**src/verilog/refbias_consts.svh**
```systemverilog
/*
  Constants for the reference and bias enable logic: register address, field positions, resets.
  Assumes inclusion by bare name from the package and the design modules.
*/
`ifndef REFBIAS_CONSTS_SVH
`define REFBIAS_CONSTS_SVH
`define REF_CTRL_ADDR      8'hD1
`define REF_CTRL_RESET     8'h00
`define REF_BIT_BANDGAP    0
`define REF_BIT_OSCBIAS    1
`define REF_CTRL_WMASK     8'h03
`endif

```
**src/verilog/refbias_pkg.sv**
```systemverilog
/*
  Types shared by the reference and bias enable logic.
  Assumes the constants header is on the include path.
*/
`include "refbias_consts.svh"
package refbias_pkg;
  typedef logic [7:0] sfr_byte_t;
  typedef enum logic {REF_INTERNAL, REF_EXTERNAL} ref_source_e;
endpackage

```
**src/verilog/ref_control_reg.sv**
```systemverilog
/*
  The 8-bit reference control register on the special function register port.
  Assumes one-cycle write strobes and address from the processor core, same clock.
*/
`timescale 1ns/1ps
`include "refbias_consts.svh"
module ref_control_reg (
  input  wire logic                  clk,
  input  wire logic                  reset_n,
  input  wire logic [7:0]            sfrAddr,
  input  wire logic                  sfrWrite,
  input  wire logic [7:0]            sfrWdata,
  output      refbias_pkg::sfr_byte_t ctrlValue,
  output      logic                  addrHit
);
  refbias_pkg::sfr_byte_t next_ctrlValue;

  // ************************************************
  // Register update
  // ************************************************
  always_comb begin
    addrHit = (sfrAddr == `REF_CTRL_ADDR);
    next_ctrlValue = ctrlValue;
    if (sfrWrite && addrHit) begin
      // Upper bits never stored, so they always read back zero
      next_ctrlValue = sfrWdata & `REF_CTRL_WMASK;
    end
  end

  always_ff @(posedge clk) begin
    if (!reset_n) begin
      ctrlValue <= `REF_CTRL_RESET;
    end else begin
      ctrlValue <= next_ctrlValue;
    end
  end

  chk_upper_zero: assert property (@(posedge clk) disable iff (!reset_n)
    ctrlValue[7:2] == 6'h00) else $error("upper control bits not zero");
  chk_reset_clear: assert property (@(posedge clk)
    !reset_n |=> ctrlValue == 8'h00) else $error("control not cleared by reset");
endmodule

```
**src/verilog/reference_bias_enable_logic.sv**
```systemverilog
/*
  Top of the reference and bias enable logic: register, reference source and generator enables.
  Assumes peripheral enable bits arrive as levels from logic on the same clock.
*/
// Summary of operation
// - Reference select bit chooses internal or external converter reference.
// - Internal reference on only when converter enabled and select bit is zero.
// - Internal reference in use drives its output onto positive reference pin.
// - Oscillator bias on when oscillator enabled or bias force bit one set.
// - Bandgap on when bit 0 force set, converter, second DAC or multiplier enabled.
// - Reference bias comes on automatically for active peripherals, no software write.
// - Control bits seven to two read zero and ignore writes.
// - Bandgap also requested whenever either current-output DAC is enabled.
`timescale 1ns/1ps
`include "refbias_consts.svh"
module reference_bias_enable_logic (
  input  wire logic       clk,
  input  wire logic       reset_n,
  input  wire logic [7:0] sfrAddr,
  input  wire logic       sfrWrite,
  input  wire logic       sfrRead,
  input  wire logic [7:0] sfrWdata,
  output      logic [7:0] sfrRdata,
  output      logic       sfrRdataValid,
  input  wire logic       converterEnableBit,
  input  wire logic       referenceSourceSelect,
  input  wire logic       intOscEnable,
  input  wire logic       firstCurrentDacEnable,
  input  wire logic       secondCurrentDacEnable,
  input  wire logic       clockMultEnable,
  output      logic       internalRefEnable,
  output      logic       refPinDriveInternal,
  output      logic       converterRefExternal,
  output      logic       oscBiasEnable,
  output      logic       bandgapEnable
);
  refbias_pkg::sfr_byte_t ctrlValue;
  logic                   addrHit;
  logic                   oscBiasForceOn;
  logic                   bandgapForceOn;
  refbias_pkg::ref_source_e refSource;
  logic                   next_internalRefEnable;
  logic                   next_refPinDriveInternal;
  logic                   next_converterRefExternal;
  logic                   next_oscBiasEnable;
  logic                   next_bandgapEnable;
  logic [7:0]             next_sfrRdata;
  logic                   next_sfrRdataValid;

  ref_control_reg u_ctrl (
    .clk       (clk),
    .reset_n   (reset_n),
    .sfrAddr   (sfrAddr),
    .sfrWrite  (sfrWrite),
    .sfrWdata  (sfrWdata),
    .ctrlValue (ctrlValue),
    .addrHit   (addrHit)
  );

  // ************************************************
  // Reference source
  // ************************************************
  always_comb begin
    refSource = referenceSourceSelect ? refbias_pkg::REF_EXTERNAL
                                      : refbias_pkg::REF_INTERNAL;
    next_converterRefExternal = (refSource == refbias_pkg::REF_EXTERNAL);
    next_internalRefEnable = converterEnableBit &&
                             (refSource == refbias_pkg::REF_INTERNAL);
    // Pin never driven on its own, so an external source is never fought
    next_refPinDriveInternal = next_internalRefEnable;
  end

  // One cycle of latency is traded for glitch-free enables to the analog side
  always_ff @(posedge clk) begin
    if (!reset_n) begin
      internalRefEnable    <= 1'b0;
      refPinDriveInternal  <= 1'b0;
      converterRefExternal <= 1'b0;
    end else begin
      internalRefEnable    <= next_internalRefEnable;
      refPinDriveInternal  <= next_refPinDriveInternal;
      converterRefExternal <= next_converterRefExternal;
    end
  end

  // ************************************************
  // Generator enables
  // ************************************************
  always_comb begin
    oscBiasForceOn = ctrlValue[`REF_BIT_OSCBIAS];
    bandgapForceOn = ctrlValue[`REF_BIT_BANDGAP];
    next_oscBiasEnable = intOscEnable | oscBiasForceOn;
    // Peripheral terms need no register write, so defaults work from reset
    next_bandgapEnable = bandgapForceOn | converterEnableBit | secondCurrentDacEnable
                       | clockMultEnable | firstCurrentDacEnable;
  end

  always_ff @(posedge clk) begin
    if (!reset_n) begin
      oscBiasEnable <= 1'b0;
      bandgapEnable <= 1'b0;
    end else begin
      oscBiasEnable <= next_oscBiasEnable;
      bandgapEnable <= next_bandgapEnable;
    end
  end

  // ************************************************
  // Register read-back
  // ************************************************
  always_comb begin
    next_sfrRdataValid = sfrRead && addrHit;
    // A read in the cycle of a write returns the value held before it
    next_sfrRdata = next_sfrRdataValid ? ctrlValue : 8'h00;
  end

  always_ff @(posedge clk) begin
    if (!reset_n) begin
      sfrRdata      <= 8'h00;
      sfrRdataValid <= 1'b0;
    end else begin
      sfrRdata      <= next_sfrRdata;
      sfrRdataValid <= next_sfrRdataValid;
    end
  end

  // ************************************************
  // Checks: reference source
  // ************************************************
  // Antecedents carry reset_n, so the edge that releases reset is never judged
  chk_ref_source: assert property (@(posedge clk) disable iff (!reset_n)
    reset_n |=> converterRefExternal == $past(referenceSourceSelect))
    else $error("reference source mismatch");
  chk_ref_select: assert property (@(posedge clk) disable iff (!reset_n)
    reset_n && referenceSourceSelect |=> converterRefExternal)
    else $error("external reference not selected");
  chk_ref_intsel: assert property (@(posedge clk) disable iff (!reset_n)
    reset_n && !referenceSourceSelect |=> !converterRefExternal)
    else $error("external reference wrongly selected");
  chk_ref_exclusive: assert property (@(posedge clk) disable iff (!reset_n)
    !(internalRefEnable && converterRefExternal))
    else $error("internal reference on with external source");
  chk_int_ref: assert property (@(posedge clk) disable iff (!reset_n)
    reset_n && converterEnableBit && !referenceSourceSelect |=> internalRefEnable)
    else $error("internal reference not enabled");
  chk_int_ref_off: assert property (@(posedge clk) disable iff (!reset_n)
    reset_n && (referenceSourceSelect || !converterEnableBit) |=> !internalRefEnable)
    else $error("internal reference wrongly enabled");
  chk_ref_pin: assert property (@(posedge clk) disable iff (!reset_n)
    refPinDriveInternal == internalRefEnable)
    else $error("reference pin not following internal reference");
  chk_ref_pin_on: assert property (@(posedge clk) disable iff (!reset_n)
    reset_n && converterEnableBit && !referenceSourceSelect |=> refPinDriveInternal)
    else $error("reference pin not driven");
  chk_ref_pin_off: assert property (@(posedge clk) disable iff (!reset_n)
    reset_n && (referenceSourceSelect || !converterEnableBit) |=> !refPinDriveInternal)
    else $error("reference pin wrongly driven");

  // ************************************************
  // Checks: generator enables
  // ************************************************
  chk_osc_bias: assert property (@(posedge clk) disable iff (!reset_n)
    reset_n |=> oscBiasEnable == ($past(intOscEnable) || $past(ctrlValue[1])))
    else $error("oscillator bias wrong");
  chk_osc_force: assert property (@(posedge clk) disable iff (!reset_n)
    reset_n && ctrlValue[`REF_BIT_OSCBIAS] |=> oscBiasEnable)
    else $error("oscillator bias force ignored");
  chk_osc_follow: assert property (@(posedge clk) disable iff (!reset_n)
    reset_n && !ctrlValue[`REF_BIT_OSCBIAS] |=> oscBiasEnable == $past(intOscEnable))
    else $error("oscillator bias not following oscillator");
  chk_osc_after_reset: assert property (@(posedge clk) disable iff (!reset_n)
    reset_n && !$past(reset_n) && !intOscEnable |=> !oscBiasEnable)
    else $error("oscillator bias on after reset");
  chk_bandgap: assert property (@(posedge clk) disable iff (!reset_n)
    reset_n && (ctrlValue[0] || converterEnableBit || secondCurrentDacEnable || clockMultEnable)
    |=> bandgapEnable) else $error("bandgap not enabled");
  chk_bandgap_force: assert property (@(posedge clk) disable iff (!reset_n)
    reset_n && ctrlValue[`REF_BIT_BANDGAP] |=> bandgapEnable)
    else $error("bandgap force ignored");
  chk_bandgap_dac1: assert property (@(posedge clk) disable iff (!reset_n)
    reset_n && secondCurrentDacEnable |=> bandgapEnable)
    else $error("bandgap not on for second current DAC");
  chk_bandgap_mult: assert property (@(posedge clk) disable iff (!reset_n)
    reset_n && clockMultEnable |=> bandgapEnable)
    else $error("bandgap not on for clock multiplier");
  chk_bandgap_auto: assert property (@(posedge clk) disable iff (!reset_n)
    reset_n && ctrlValue == 8'h00 && !sfrWrite
    && (firstCurrentDacEnable || converterEnableBit)
    |=> bandgapEnable) else $error("bandgap not automatic");
  chk_bandgap_dac: assert property (@(posedge clk) disable iff (!reset_n)
    reset_n && firstCurrentDacEnable |=> bandgapEnable)
    else $error("bandgap not on for first current DAC");
  chk_bandgap_off: assert property (@(posedge clk) disable iff (!reset_n)
    reset_n && !ctrlValue[0] && !converterEnableBit && !secondCurrentDacEnable
    && !clockMultEnable && !firstCurrentDacEnable |=> !bandgapEnable)
    else $error("bandgap on without cause");
  chk_bg_after_reset: assert property (@(posedge clk) disable iff (!reset_n)
    reset_n && !$past(reset_n) && !converterEnableBit && !secondCurrentDacEnable
    && !clockMultEnable && !firstCurrentDacEnable |=> !bandgapEnable)
    else $error("bandgap on after reset without cause");

  // ************************************************
  // Checks: register
  // ************************************************
  chk_ctrl_write: assert property (@(posedge clk) disable iff (!reset_n)
    reset_n && sfrWrite && sfrAddr == `REF_CTRL_ADDR
    |=> ctrlValue == ($past(sfrWdata) & `REF_CTRL_WMASK)) else $error("control write wrong");
  chk_ctrl_hold: assert property (@(posedge clk) disable iff (!reset_n)
    reset_n && !(sfrWrite && sfrAddr == `REF_CTRL_ADDR) |=> $stable(ctrlValue))
    else $error("control changed without write");
  chk_read_valid: assert property (@(posedge clk) disable iff (!reset_n)
    reset_n |=> sfrRdataValid == ($past(sfrRead) && $past(sfrAddr) == `REF_CTRL_ADDR))
    else $error("read valid wrong");
  chk_read_data: assert property (@(posedge clk) disable iff (!reset_n)
    reset_n && sfrRead && sfrAddr == `REF_CTRL_ADDR |=> sfrRdata == $past(ctrlValue))
    else $error("read data wrong");
  chk_read_other: assert property (@(posedge clk) disable iff (!reset_n)
    reset_n && sfrAddr != `REF_CTRL_ADDR |=> !sfrRdataValid)
    else $error("read of other address answered");
  chk_read_idle: assert property (@(posedge clk) disable iff (!reset_n)
    !sfrRdataValid |-> sfrRdata == 8'h00)
    else $error("read data set without valid");
  chk_read_upper: assert property (@(posedge clk) disable iff (!reset_n)
    sfrRdataValid |-> sfrRdata[7:2] == 6'h00)
    else $error("upper read bits set");
endmodule

```
**config.mk**
```make
export PLATFORM = sky130hd
export DESIGN_NAME = reference_bias_enable_logic
export DESIGN_NICKNAME = d
export VERILOG_FILES = /design/src/verilog/refbias_pkg.sv /design/src/verilog/ref_control_reg.sv /design/src/verilog/reference_bias_enable_logic.sv
export VERILOG_INCLUDE_DIRS = /design/src /design/src/verilog
export SDC_FILE = /design/constraint.sdc
export NUM_CORES = 1
export LEC_CHECK = 0
export BUFFER_PORTS_ARGS = -buffer_cell sky130_fd_sc_hd__buf_2
export CAP_MARGIN = 20
export CELL_PAD_IN_SITES_DETAIL_PLACEMENT = 0
export CELL_PAD_IN_SITES_GLOBAL_PLACEMENT = 1
export CORE_MARGIN = 8
export CORE_UTILIZATION = 25
export CTS_BUF_LIST = sky130_fd_sc_hd__clkbuf_16
export DETAILED_ROUTE_END_ITERATION = 10
export GPL_TIMING_DRIVEN = 0
export PLACE_DENSITY = 0.82
export SYNTH_ARGS = -nofsm -noshare
export SYNTH_HDL_FRONTEND = slang
export SYNTH_HIERARCHICAL = 1
export SYNTH_SLANG_ARGS = --single-unit
```
**constraint.sdc**
```tcl
create_clock -name clk -period 1 [get_ports clk]
set_input_delay 0.05 -clock clk [delete_from_list [all_inputs] [get_ports clk]]
set_output_delay 0.05 -clock clk [all_outputs]
set_load 0.02 [all_outputs]
```
==> qor.yml, run 1 <==
place:
  dpl_worst_slack_ns: -0.2717
  dp.cells: 116
  globalplace.congestion: 0.6477
  place_area_sq_um: 778.2
  io_buffers: 33
setup_path:
  crit_required_ns: 1.13
  arrival_ns: 1.12
  cp-end-kind: "flip-flop"
  path_cells: "or4_4 > o21a_1"
  crit_type: "flip-flop to flip-flop"
  start_kind: "flip-flop"
  critical_path.max_fanout: 3
  cp_slowest_cell: "or4_4"
  slowest_delay_ns: 0.40
drt:
  first_pass_iters: 2
  drc: 0
  routed_wl_um: 1174
  first_iter_violations: 8
  viasPerCell: 3.588
  vias: 427
  final_antenna_net_count: 0
  post_drt_wl_per_cell_um: 9.866
clock_network:
  htreeDepth: 1
  ctsHoldBuffers: 0
  cts_root_buffer: "clkbuf_16"
  ctsResizeCount: 0
  cts_tree: "yes"
  clkSinkCount: 15
  cts_setup_buffers: 0
  clk_latency_ns: 0.24
  cts.clk_slew.worst_paths_ns: 0.04
  cts_made_buffers: 3
  cts.path.max_buffers: 2
grt:
  gr-total-overflow: 0
  grt_pass1_vias: 447
  grt_max_degree: 11
  grt_pass1_wl_um: 2090
  grt_antenna_before_repair: 0
  grt_use_total: 0.06696
timing:
  worst_slack_ns: 0.008834
  finalClockSkew_ns: 0.0004515
  period_minus_slack_ns: 0.9912
  tns_ns: 0
  max_freq_mhz: 1009
  hold_violations: 0
  final.period_utilization: 0.9912
  rsz0062_at_grt: "true"
  finalSetupViolations: 0
  slew_violations: 0
  fin_hold_ws_ns: 0.01940
finish:
  utilization: 0.3962
  fillers: 232
  drive_gt1_frac: 0.5385
  final_design_area_no_fill_sq_um: 859.6
  diodes: 0
  area_growth_pct: 53.69
  nets: 118
  stdcell_count: 119
logic_synthesis:
  synth_warnings: 6
  yosysSeqAreaShare: 0.5369
  avgSynthCellArea_sq_um: 11.19
  synth_seq_cells: 15
  synthCells: 50
  ys_types: 17
  syn_area_sq_um: 559.3
floorplanning:
  die_y_um: 63.30
  core-area_sq_um: 2170
  die_area_sq_um: 4007
  dieWidth_um: 63.30
  start_util: 0.2578
  num_io_pins: 40
  rows: 17
power_and_ir_drop:
  pwr_density_cell_nw_per_um2: 1699
  power_mw: 1.460
  leakage_nw: 0.4526
  ir_drop_v: 0.0006516
status:
  status: "complete, no violations"
hold_path:
  min-delay-path-class: "input port to flip-flop"
flow_run:
  drv_cap: 0
## layout make-up
type                            instances  area, sq um  area share
Tap cell                               28        35.03     0.04076
Timing Repair Buffer                   33        165.2      0.1921
Buffer                                  7        52.55     0.06114
Sequential cell                        15        301.5      0.3508
Multi-Input combinational cell         31        209.0      0.2431
Clock inverter                          1        3.754    0.004367
Inverter                                1        17.52     0.02038
Clock buffer                            3        75.07     0.08734
## path summary, 6_finish.rpt
check / startpoint / endpoint / slack, ns / cells past startpoint
max: u_ctrl/ctrlValue[0]$_SDFFE_PN0P_ / bandgapEnable$_SDFF_PN0_ / 0.009 / 2
min: intOscEnable / oscBiasEnable$_SDFF_PN0_ / 0.02 / 2
max reg2reg: u_ctrl/ctrlValue[0]$_SDFFE_PN0P_ / bandgapEnable$_SDFF_PN0_ / 0.009 / 2
min reg2reg: u_ctrl/ctrlValue[0]$_SDFFE_PN0P_ / sfrRdata[0]$_SDFF_PN0_ / 0.46 / 1
## critical path, delay by kind of cell (launching register included)
kind	cells	cell delay (ns)
simple gates	1	0.40
flops	1	0.31
compound gates	1	0.17
## per-layer routing
metal,wire length [um],vias up,track usage
met1,428,176,0.06497
met5,0,-,0
met2,581,15,0.09859
li1,-,234,-
met4,40,0,0.06685
met3,123,2,0.03534
## cell usage after synthesis
master     number  area share
dfxtp_1        15        0.54
and2_1          8       0.089
buf_4           7       0.094
nand2_1         5       0.034
mux2i_1         2       0.036
o21a_1          2       0.027
and3_1          1       0.011
and3b_1         1       0.016
and4_1          1       0.016
bufinv_8        1       0.031
clkbuf_1        1      0.0067
conb_1          1      0.0067
nand4bb_1       1       0.020
nor3_1          1      0.0089
nor4_4          1       0.038
or2_4           1       0.016
or4_1           1       0.013
## cells by family after synthesis
kind of cell	share of synthesized area
AO/OA/AOI/OAI	0.02684
buffers and inverters	0.1320
flip-flops	0.5369
multiplexers	0.03580
other	0.006705
AND/OR/NAND/NOR	0.2618
## placed cells by master, fill, tap and decap left out, types with 2 or more instances in the layout
cell type  instances
clkbuf_16          3
conb_1             6
and2_1             8
mux2i_1            2
buf_4              7
o21a_1             2
dfxtp_1           14
buf_2             33
nand2_1            5
## flip-flops by register name (all words and copies together) (netlist names)
register / flops
converterRefExternal: 1
sfrRdataValid: 1
refPinDriveInternal: 1
oscBiasEnable: 1
u_ctrl/ctrlValue: 2
sfrRdata: 8
bandgapEnable: 1
## power breakdown
group | leakage [nW] | internal (mW) | switching, mW | total [mW]
clock network | 0.0423 | 0.526 | 0.208 | 0.734
logic | 0.288 | 0.0691 | 0.0466 | 0.116
registers | 0.122 | 0.609 | 0.00197 | 0.610
(Power assumes the default switching activity.)
==> run 2: changes to the inputs <==
--- a/config.mk
+++ b/config.mk
@@ -10,6 +10,7 @@
 export CAP_MARGIN = 20
 export CELL_PAD_IN_SITES_DETAIL_PLACEMENT = 0
 export CELL_PAD_IN_SITES_GLOBAL_PLACEMENT = 1
+export CORE_ASPECT_RATIO = 1.2
 export CORE_MARGIN = 8
 export CORE_UTILIZATION = 25
 export CTS_BUF_LIST = sky130_fd_sc_hd__clkbuf_16
==> qor.yml, run 2 (synthesized netlist as in run 1, its figures left out) <==
drt:
  first_pass_iters: 2
  vias: 430
  routed_wl_um: 1173
  post_drt_wl_per_cell_um: 9.694
  viasPerCell: 3.554
  first_iter_violations: 8
  drc: 0
  final_antenna_net_count: 0
flow_run:
  drv_cap: 0
timing:
  worst_slack_ns: 0.02104
  rsz0062_at_grt: "true"
  hold_violations: 0
  fin_hold_ws_ns: 0.008181
  tns_ns: 0
  max_freq_mhz: 1021
  finalClockSkew_ns: 0.002168
  slew_violations: 0
  period_minus_slack_ns: 0.9790
  final.period_utilization: 0.9790
  finalSetupViolations: 0
clock_network:
  cts.path.max_buffers: 2
  cts.clk_slew.worst_paths_ns: 0.05
  htreeDepth: 1
  clk_latency_ns: 0.24
  cts_root_buffer: "clkbuf_16"
  cts_setup_buffers: 0
  cts_made_buffers: 3
  ctsHoldBuffers: 0
  clkSinkCount: 15
  cts_tree: "yes"
  ctsResizeCount: 0
setup_path:
  reg2reg_depth: 2
  arrival_ns: 1.12
  rrSetupSlack_ns: 0.02
  path_cells: "or4_1 > o21a_1"
  crit_type: "flip-flop to flip-flop"
  rr_endpoint: "bandgapEnable$_SDFF_PN0_"
  crit_required_ns: 1.14
  rr_startpoint: "u_ctrl/ctrlValue[0]$_SDFFE_PN0P_"
  start_kind: "flip-flop"
  cp-end-kind: "flip-flop"
  path_delay_family: "simple AND/OR/NAND/NOR gates"
  critical_path.max_fanout: 3
  crit_buf_inv: 0
  cp_slowest_cell: "or4_1"
  slowest_delay_ns: 0.39
floorplanning:
  start_util: 0.2670
  num_io_pins: 40
  rows: 18
  die_area_sq_um: 4013
  die_y_um: 67.81
  dieWidth_um: 59.18
  core-area_sq_um: 2095
grt:
  gr-total-overflow: 0
  grt_use_total: 0.06423
  grt_antenna_before_repair: 0
  grt_pass1_wl_um: 1869
  grt_pass1_vias: 429
  grt_max_degree: 11
place:
  io_buffers: 33
  globalplace.congestion: 0.6257
  dpl_worst_slack_ns: -0.3168
power_and_ir_drop:
  p_comb_frac: 0.077
  p_seq_frac: 0.411
  internal_power_mw: 1.208
  power_mw: 1.484
  power_switching_share: 0.1858
  ir_drop_v: 0.0006828
  power_frac_clock: 0.512
  pwr_density_cell_nw_per_um2: 1731
  power.switching_mw: 0.2757
  leakage_nw: 0.4498
finish:
  nets: 118
  largest_register_ffs: 8
  layout_commonest_cell: "buf_2"
  regMostFlops: "sfrRdata"
  final_cell_mix: "buf_2 (33), dfxtp_1 (15), and2_1 (8), buf_4 (7), conb_1 (6)"
  area_growth_pct: 53.24
  reg_top3: "sfrRdata x8, u_ctrl/ctrlValue x2"
  drive_gt1_frac: 0.5165
  fillers: 221
  diodes: 0
  utilization: 0.4092
status:
  status: "complete, no violations"
hold_path:
  holdCritStartpoint: "intOscEnable"
  hold_depth: 2
  min-delay-path-class: "input port to flip-flop"
  hold_end: "oscBiasEnable$_SDFF_PN0_"
[run 2: power groups by stage]
stage | Sequential [mW] | Combinational [mW] | Clock, mW
2_1_floorplan | 0.633 | 0.0508 | 0
3_3_place_gp | 0.621 | 0.112 | 0
3_5_place_dp | 0.622 | 0.115 | 0
4_1_cts | 0.609 | 0.115 | 0.782
5_1_grt | 0.610 | 0.125 | 0.832
6_report | 0.610 | 0.114 | 0.760
[run 2: worst max-delay path by stage]
stage                                     startpoint                  endpoint  slack [ns]  depth (start not counted)
detailed placement                        sfrAddr[3]    sfrRdata[0]$_SDFF_PN0_       -0.32                          6
finish              u_ctrl/ctrlValue[0]$_SDFFE_PN0P_  bandgapEnable$_SDFF_PN0_        0.02                          2
global route        u_ctrl/ctrlValue[0]$_SDFFE_PN0P_  bandgapEnable$_SDFF_PN0_      -0.002                          2
floorplan                                 sfrAddr[3]    sfrRdata[0]$_SDFF_PN0_        0.01                          5
global placement                          sfrAddr[3]    sfrRdata[0]$_SDFF_PN0_       -0.28                          6
CTS                 u_ctrl/ctrlValue[0]$_SDFFE_PN0P_  bandgapEnable$_SDFF_PN0_        0.01                          2
[run 2: layout make-up]
cell class | count | area (sq um) | area share
clock inverters | 1 | 5.005 | 0.005839
clock buffers | 3 | 75.07 | 0.08759
inverters | 1 | 17.52 | 0.02044
plain buffers | 7 | 52.55 | 0.06131
well taps | 30 | 37.54 | 0.04380
repair buffers | 33 | 165.2 | 0.1927
multi-input cells | 31 | 203.9 | 0.2380
flip-flops and latches | 15 | 300.3 | 0.3504
[run 2: stage by stage]
step / instance area, sq um / instances
floorplan: 578.1 / 55
detailed placement: 780.7 / 118
finish: 857.1 / 121
global route: 857.1 / 121
CTS: 857.1 / 121
global placement: 780.7 / 118
[run 2: worst reg2reg max path, stage by stage (launching register included)]
cell,delay [ns]
dfxtp_1,0.31
or4_1,0.39
o21a_1,0.17
[run 2: routing by layer]
layer,up-vias,track usage,wire (um)
li1,232,-,-
met4,0,0.04491,19
met2,18,0.1093,592
met3,2,0.03752,135
met1,178,0.05628,425
met5,-,0,0
[run 2: timing repair]
| action | CTS | global route |
|---|---|---|
| endpoints found under the hold margin | 0 | 0 |
| setup endpoints to repair | 1 | 1 |
| gates cloned | 0 | 0 |
==> run 3: changes to the inputs <==
--- a/config.mk
+++ b/config.mk
@@ -12,12 +12,11 @@
 export CELL_PAD_IN_SITES_GLOBAL_PLACEMENT = 1
 export CORE_ASPECT_RATIO = 1.2
 export CORE_MARGIN = 8
-export CORE_UTILIZATION = 25
+export CORE_UTILIZATION = 19
 export CTS_BUF_LIST = sky130_fd_sc_hd__clkbuf_16
 export DETAILED_ROUTE_END_ITERATION = 10
 export GPL_TIMING_DRIVEN = 0
-export PLACE_DENSITY = 0.82
+export PLACE_DENSITY = 0.79
 export SYNTH_ARGS = -nofsm -noshare
 export SYNTH_HDL_FRONTEND = slang
-export SYNTH_HIERARCHICAL = 1
 export SYNTH_SLANG_ARGS = --single-unit
==> qor.yml, run 3 <==
power_and_ir_drop:
  leakage_nw: 0.3423
  p_seq_frac: 0.309
  power_frac_clock: 0.588
  pwr_density_cell_nw_per_um2: 1872
  power.switching_mw: 0.2429
  internal_power_mw: 0.9563
  p_comb_frac: 0.103
  ir_drop_v: 0.0005164
  power_switching_share: 0.2025
floorplanning:
  die_area_sq_um: 3705
  rows: 17
  dieWidth_um: 56.91
  core-area_sq_um: 1872
  num_io_pins: 40
  start_util: 0.2039
  die_y_um: 65.10
grt:
  grt_use_met3: 0.05000
  gr-total-overflow: 0
  grt_use_total: 0.05271
  grtUsageMet1: 0.03575
  grt_max_degree: 10
  grt_util_met2: 0.07880
  grt_antenna_before_repair: 0
  top_usage_layer: "met2"
  grt_pass1_wl_um: 1490
  grt_pass1_vias: 411
finish:
  final_cell_mix: "buf_2 (26), dfxtp_1 (9), buf_4 (7), conb_1 (6), nand2_1 (5)"
  layout_commonest_cell: "buf_2"
  area_growth_pct: 67.87
  nets: 99
  reg_top3: "sfrRdata x2, u_ctrl.ctrlValue x2"
  stdcell_count: 91
  utilization: 0.3422
  diodes: 0
  drive_gt1_frac: 0.5694
setup_path:
  cp-end-kind: "flip-flop"
  path_delay_family: "simple AND/OR/NAND/NOR gates"
  critical_path.max_fanout: 2
  start_kind: "input port"
  cp-startpoint: "sfrAddr[1]"
  crit_buf_inv: 1
  path_cells: "buf_2 > or4b_4 > nor3_4 > mux2i_1"
  arrival_ns: 1.08
  cp_slowest_cell: "or4b_4"
  slowest_delay_ns: 0.55
  rr_startpoint: "u_ctrl.ctrlValue[1]$_SDFFE_PN0P_"
  crit_required_ns: 1.17
  crit_type: "input port to flip-flop"
logic_synthesis:
  yosys-top-cells-count: "dfxtp_1 (9), buf_4 (7), nand2_1 (5)"
  synth-edff-count: 0
  avgSynthCellArea_sq_um: 10.31
  yosysSeqAreaShare: 0.4721
  synth_warnings: 0
  netlist.area_leader.share: 0.4721
  syn_area_sq_um: 381.6
  netlist_top_cells_area: "dfxtp_1 (47%), buf_4 (14%), mux2i_1 (5.2%)"
  yosysTopAreaCell: "dfxtp_1"
  yosysMostFrequentCell: "dfxtp_1"
  ys_types: 14
  synth_seq_cells: 9
  ys_dominant_reg_cell: "dfxtp_1"
  async_flop_share: 0
  synthCells: 37
clock_network:
  ctsHoldBuffers: 0
  cts.clk_slew.worst_paths_ns: 0.04
  clkSinkCount: 9
  cts.path.max_buffers: 2
  htreeDepth: 1
  clk_latency_ns: 0.23
  cts_setup_buffers: 0
  cts_made_buffers: 3
  cts_root_buffer: "clkbuf_16"
  cts_tree: "yes"
  ctsResizeCount: 0
drt:
  first_iter_violations: 3
  routed_wl_um: 976
  first_pass_iters: 2
  drc: 0
  post_drt_wl_per_cell_um: 10.73
  final_antenna_net_count: 0
  viasPerCell: 3.725
  vias: 339
timing:
  slew_violations: 0
  final.period_utilization: 0.9113
  worst_slack_ns: 0.08868
  period_minus_slack_ns: 0.9113
  hold_violations: 0
  max_freq_mhz: 1097
  rsz0062_at_grt: "false"
  tns_ns: 0
  finalClockSkew_ns: 0.001897
  finalSetupViolations: 0
hold_path:
  holdCritStartpoint: "intOscEnable"
  min-delay-path-class: "input port to flip-flop"
flow_run:
  drv_cap: 0
status:
  status: "complete, no violations"
place:
  io_buffers: 26
  dp.cells: 87
  globalplace.congestion: 0.6022
  dpl_worst_slack_ns: -0.1548
  dp_hpwl_um: 881.1
## run 3: worst paths after layout
check                                     endpoint  slack [ns]  cells past startpoint
setup reg to reg          oscBiasEnable$_SDFF_PN0_        0.40                      1
hold reg to reg   u_ctrl.ctrlValue[1]$_SDFFE_PN0P_        0.47                      2
setup / recovery  u_ctrl.ctrlValue[1]$_SDFFE_PN0P_        0.09                      4
hold / removal            oscBiasEnable$_SDFF_PN0_        0.02                      2
## run 3: metrics by stage
step	cell area, sq um	power, mW	hold WS (ns)
3_3_place_gp	560.5	0.4979	0.2538
5_1_grt	640.6	1.237	0.02313
2_1_floorplan	406.6	0.4523	0.1602
3_5_place_dp	560.5	0.5004	0.2597
4_1_cts	640.6	1.211	0.02032
6_report	640.6	1.199	0.01924
## run 3: layout make-up
class	count	area, sq um
repair buffers	26	130.1
flip-flops and latches	9	180.2
inverters	1	3.754
fillers	202	1231
multi-input cells	24	166.4
clock buffers	3	75.07
well taps	19	23.77
clock inverters	1	5.005
plain buffers	8	56.30
## run 3: routing by layer
layer | vias up | wire [um]
met1 | 137 | 286
li1 | 179 | -
met2 | 19 | 510
met3 | 4 | 140
met4 | 0 | 39
met5 | - | 0
## run 3: cell families (layout without fill, tap and decap cells)
logic type,count (synthesis),in the layout,synth area share
mux,2,2,0.05246
buf+inv,9,39,0.1574
other cells,1,6,0.009827
simple gates,14,14,0.2689
compound gates,2,2,0.03933
flops,9,9,0.4721
## run 3: power groups by stage
stage / Clock [mW] / Sequential [mW] / Combinational, mW
3_3_place_gp: 0 / 0.377 / 0.121
3_5_place_dp: 0 / 0.377 / 0.123
5_1_grt: 0.732 / 0.371 / 0.134
2_1_floorplan: 0 / 0.389 / 0.0638
6_report: 0.705 / 0.371 / 0.123
4_1_cts: 0.716 / 0.371 / 0.123
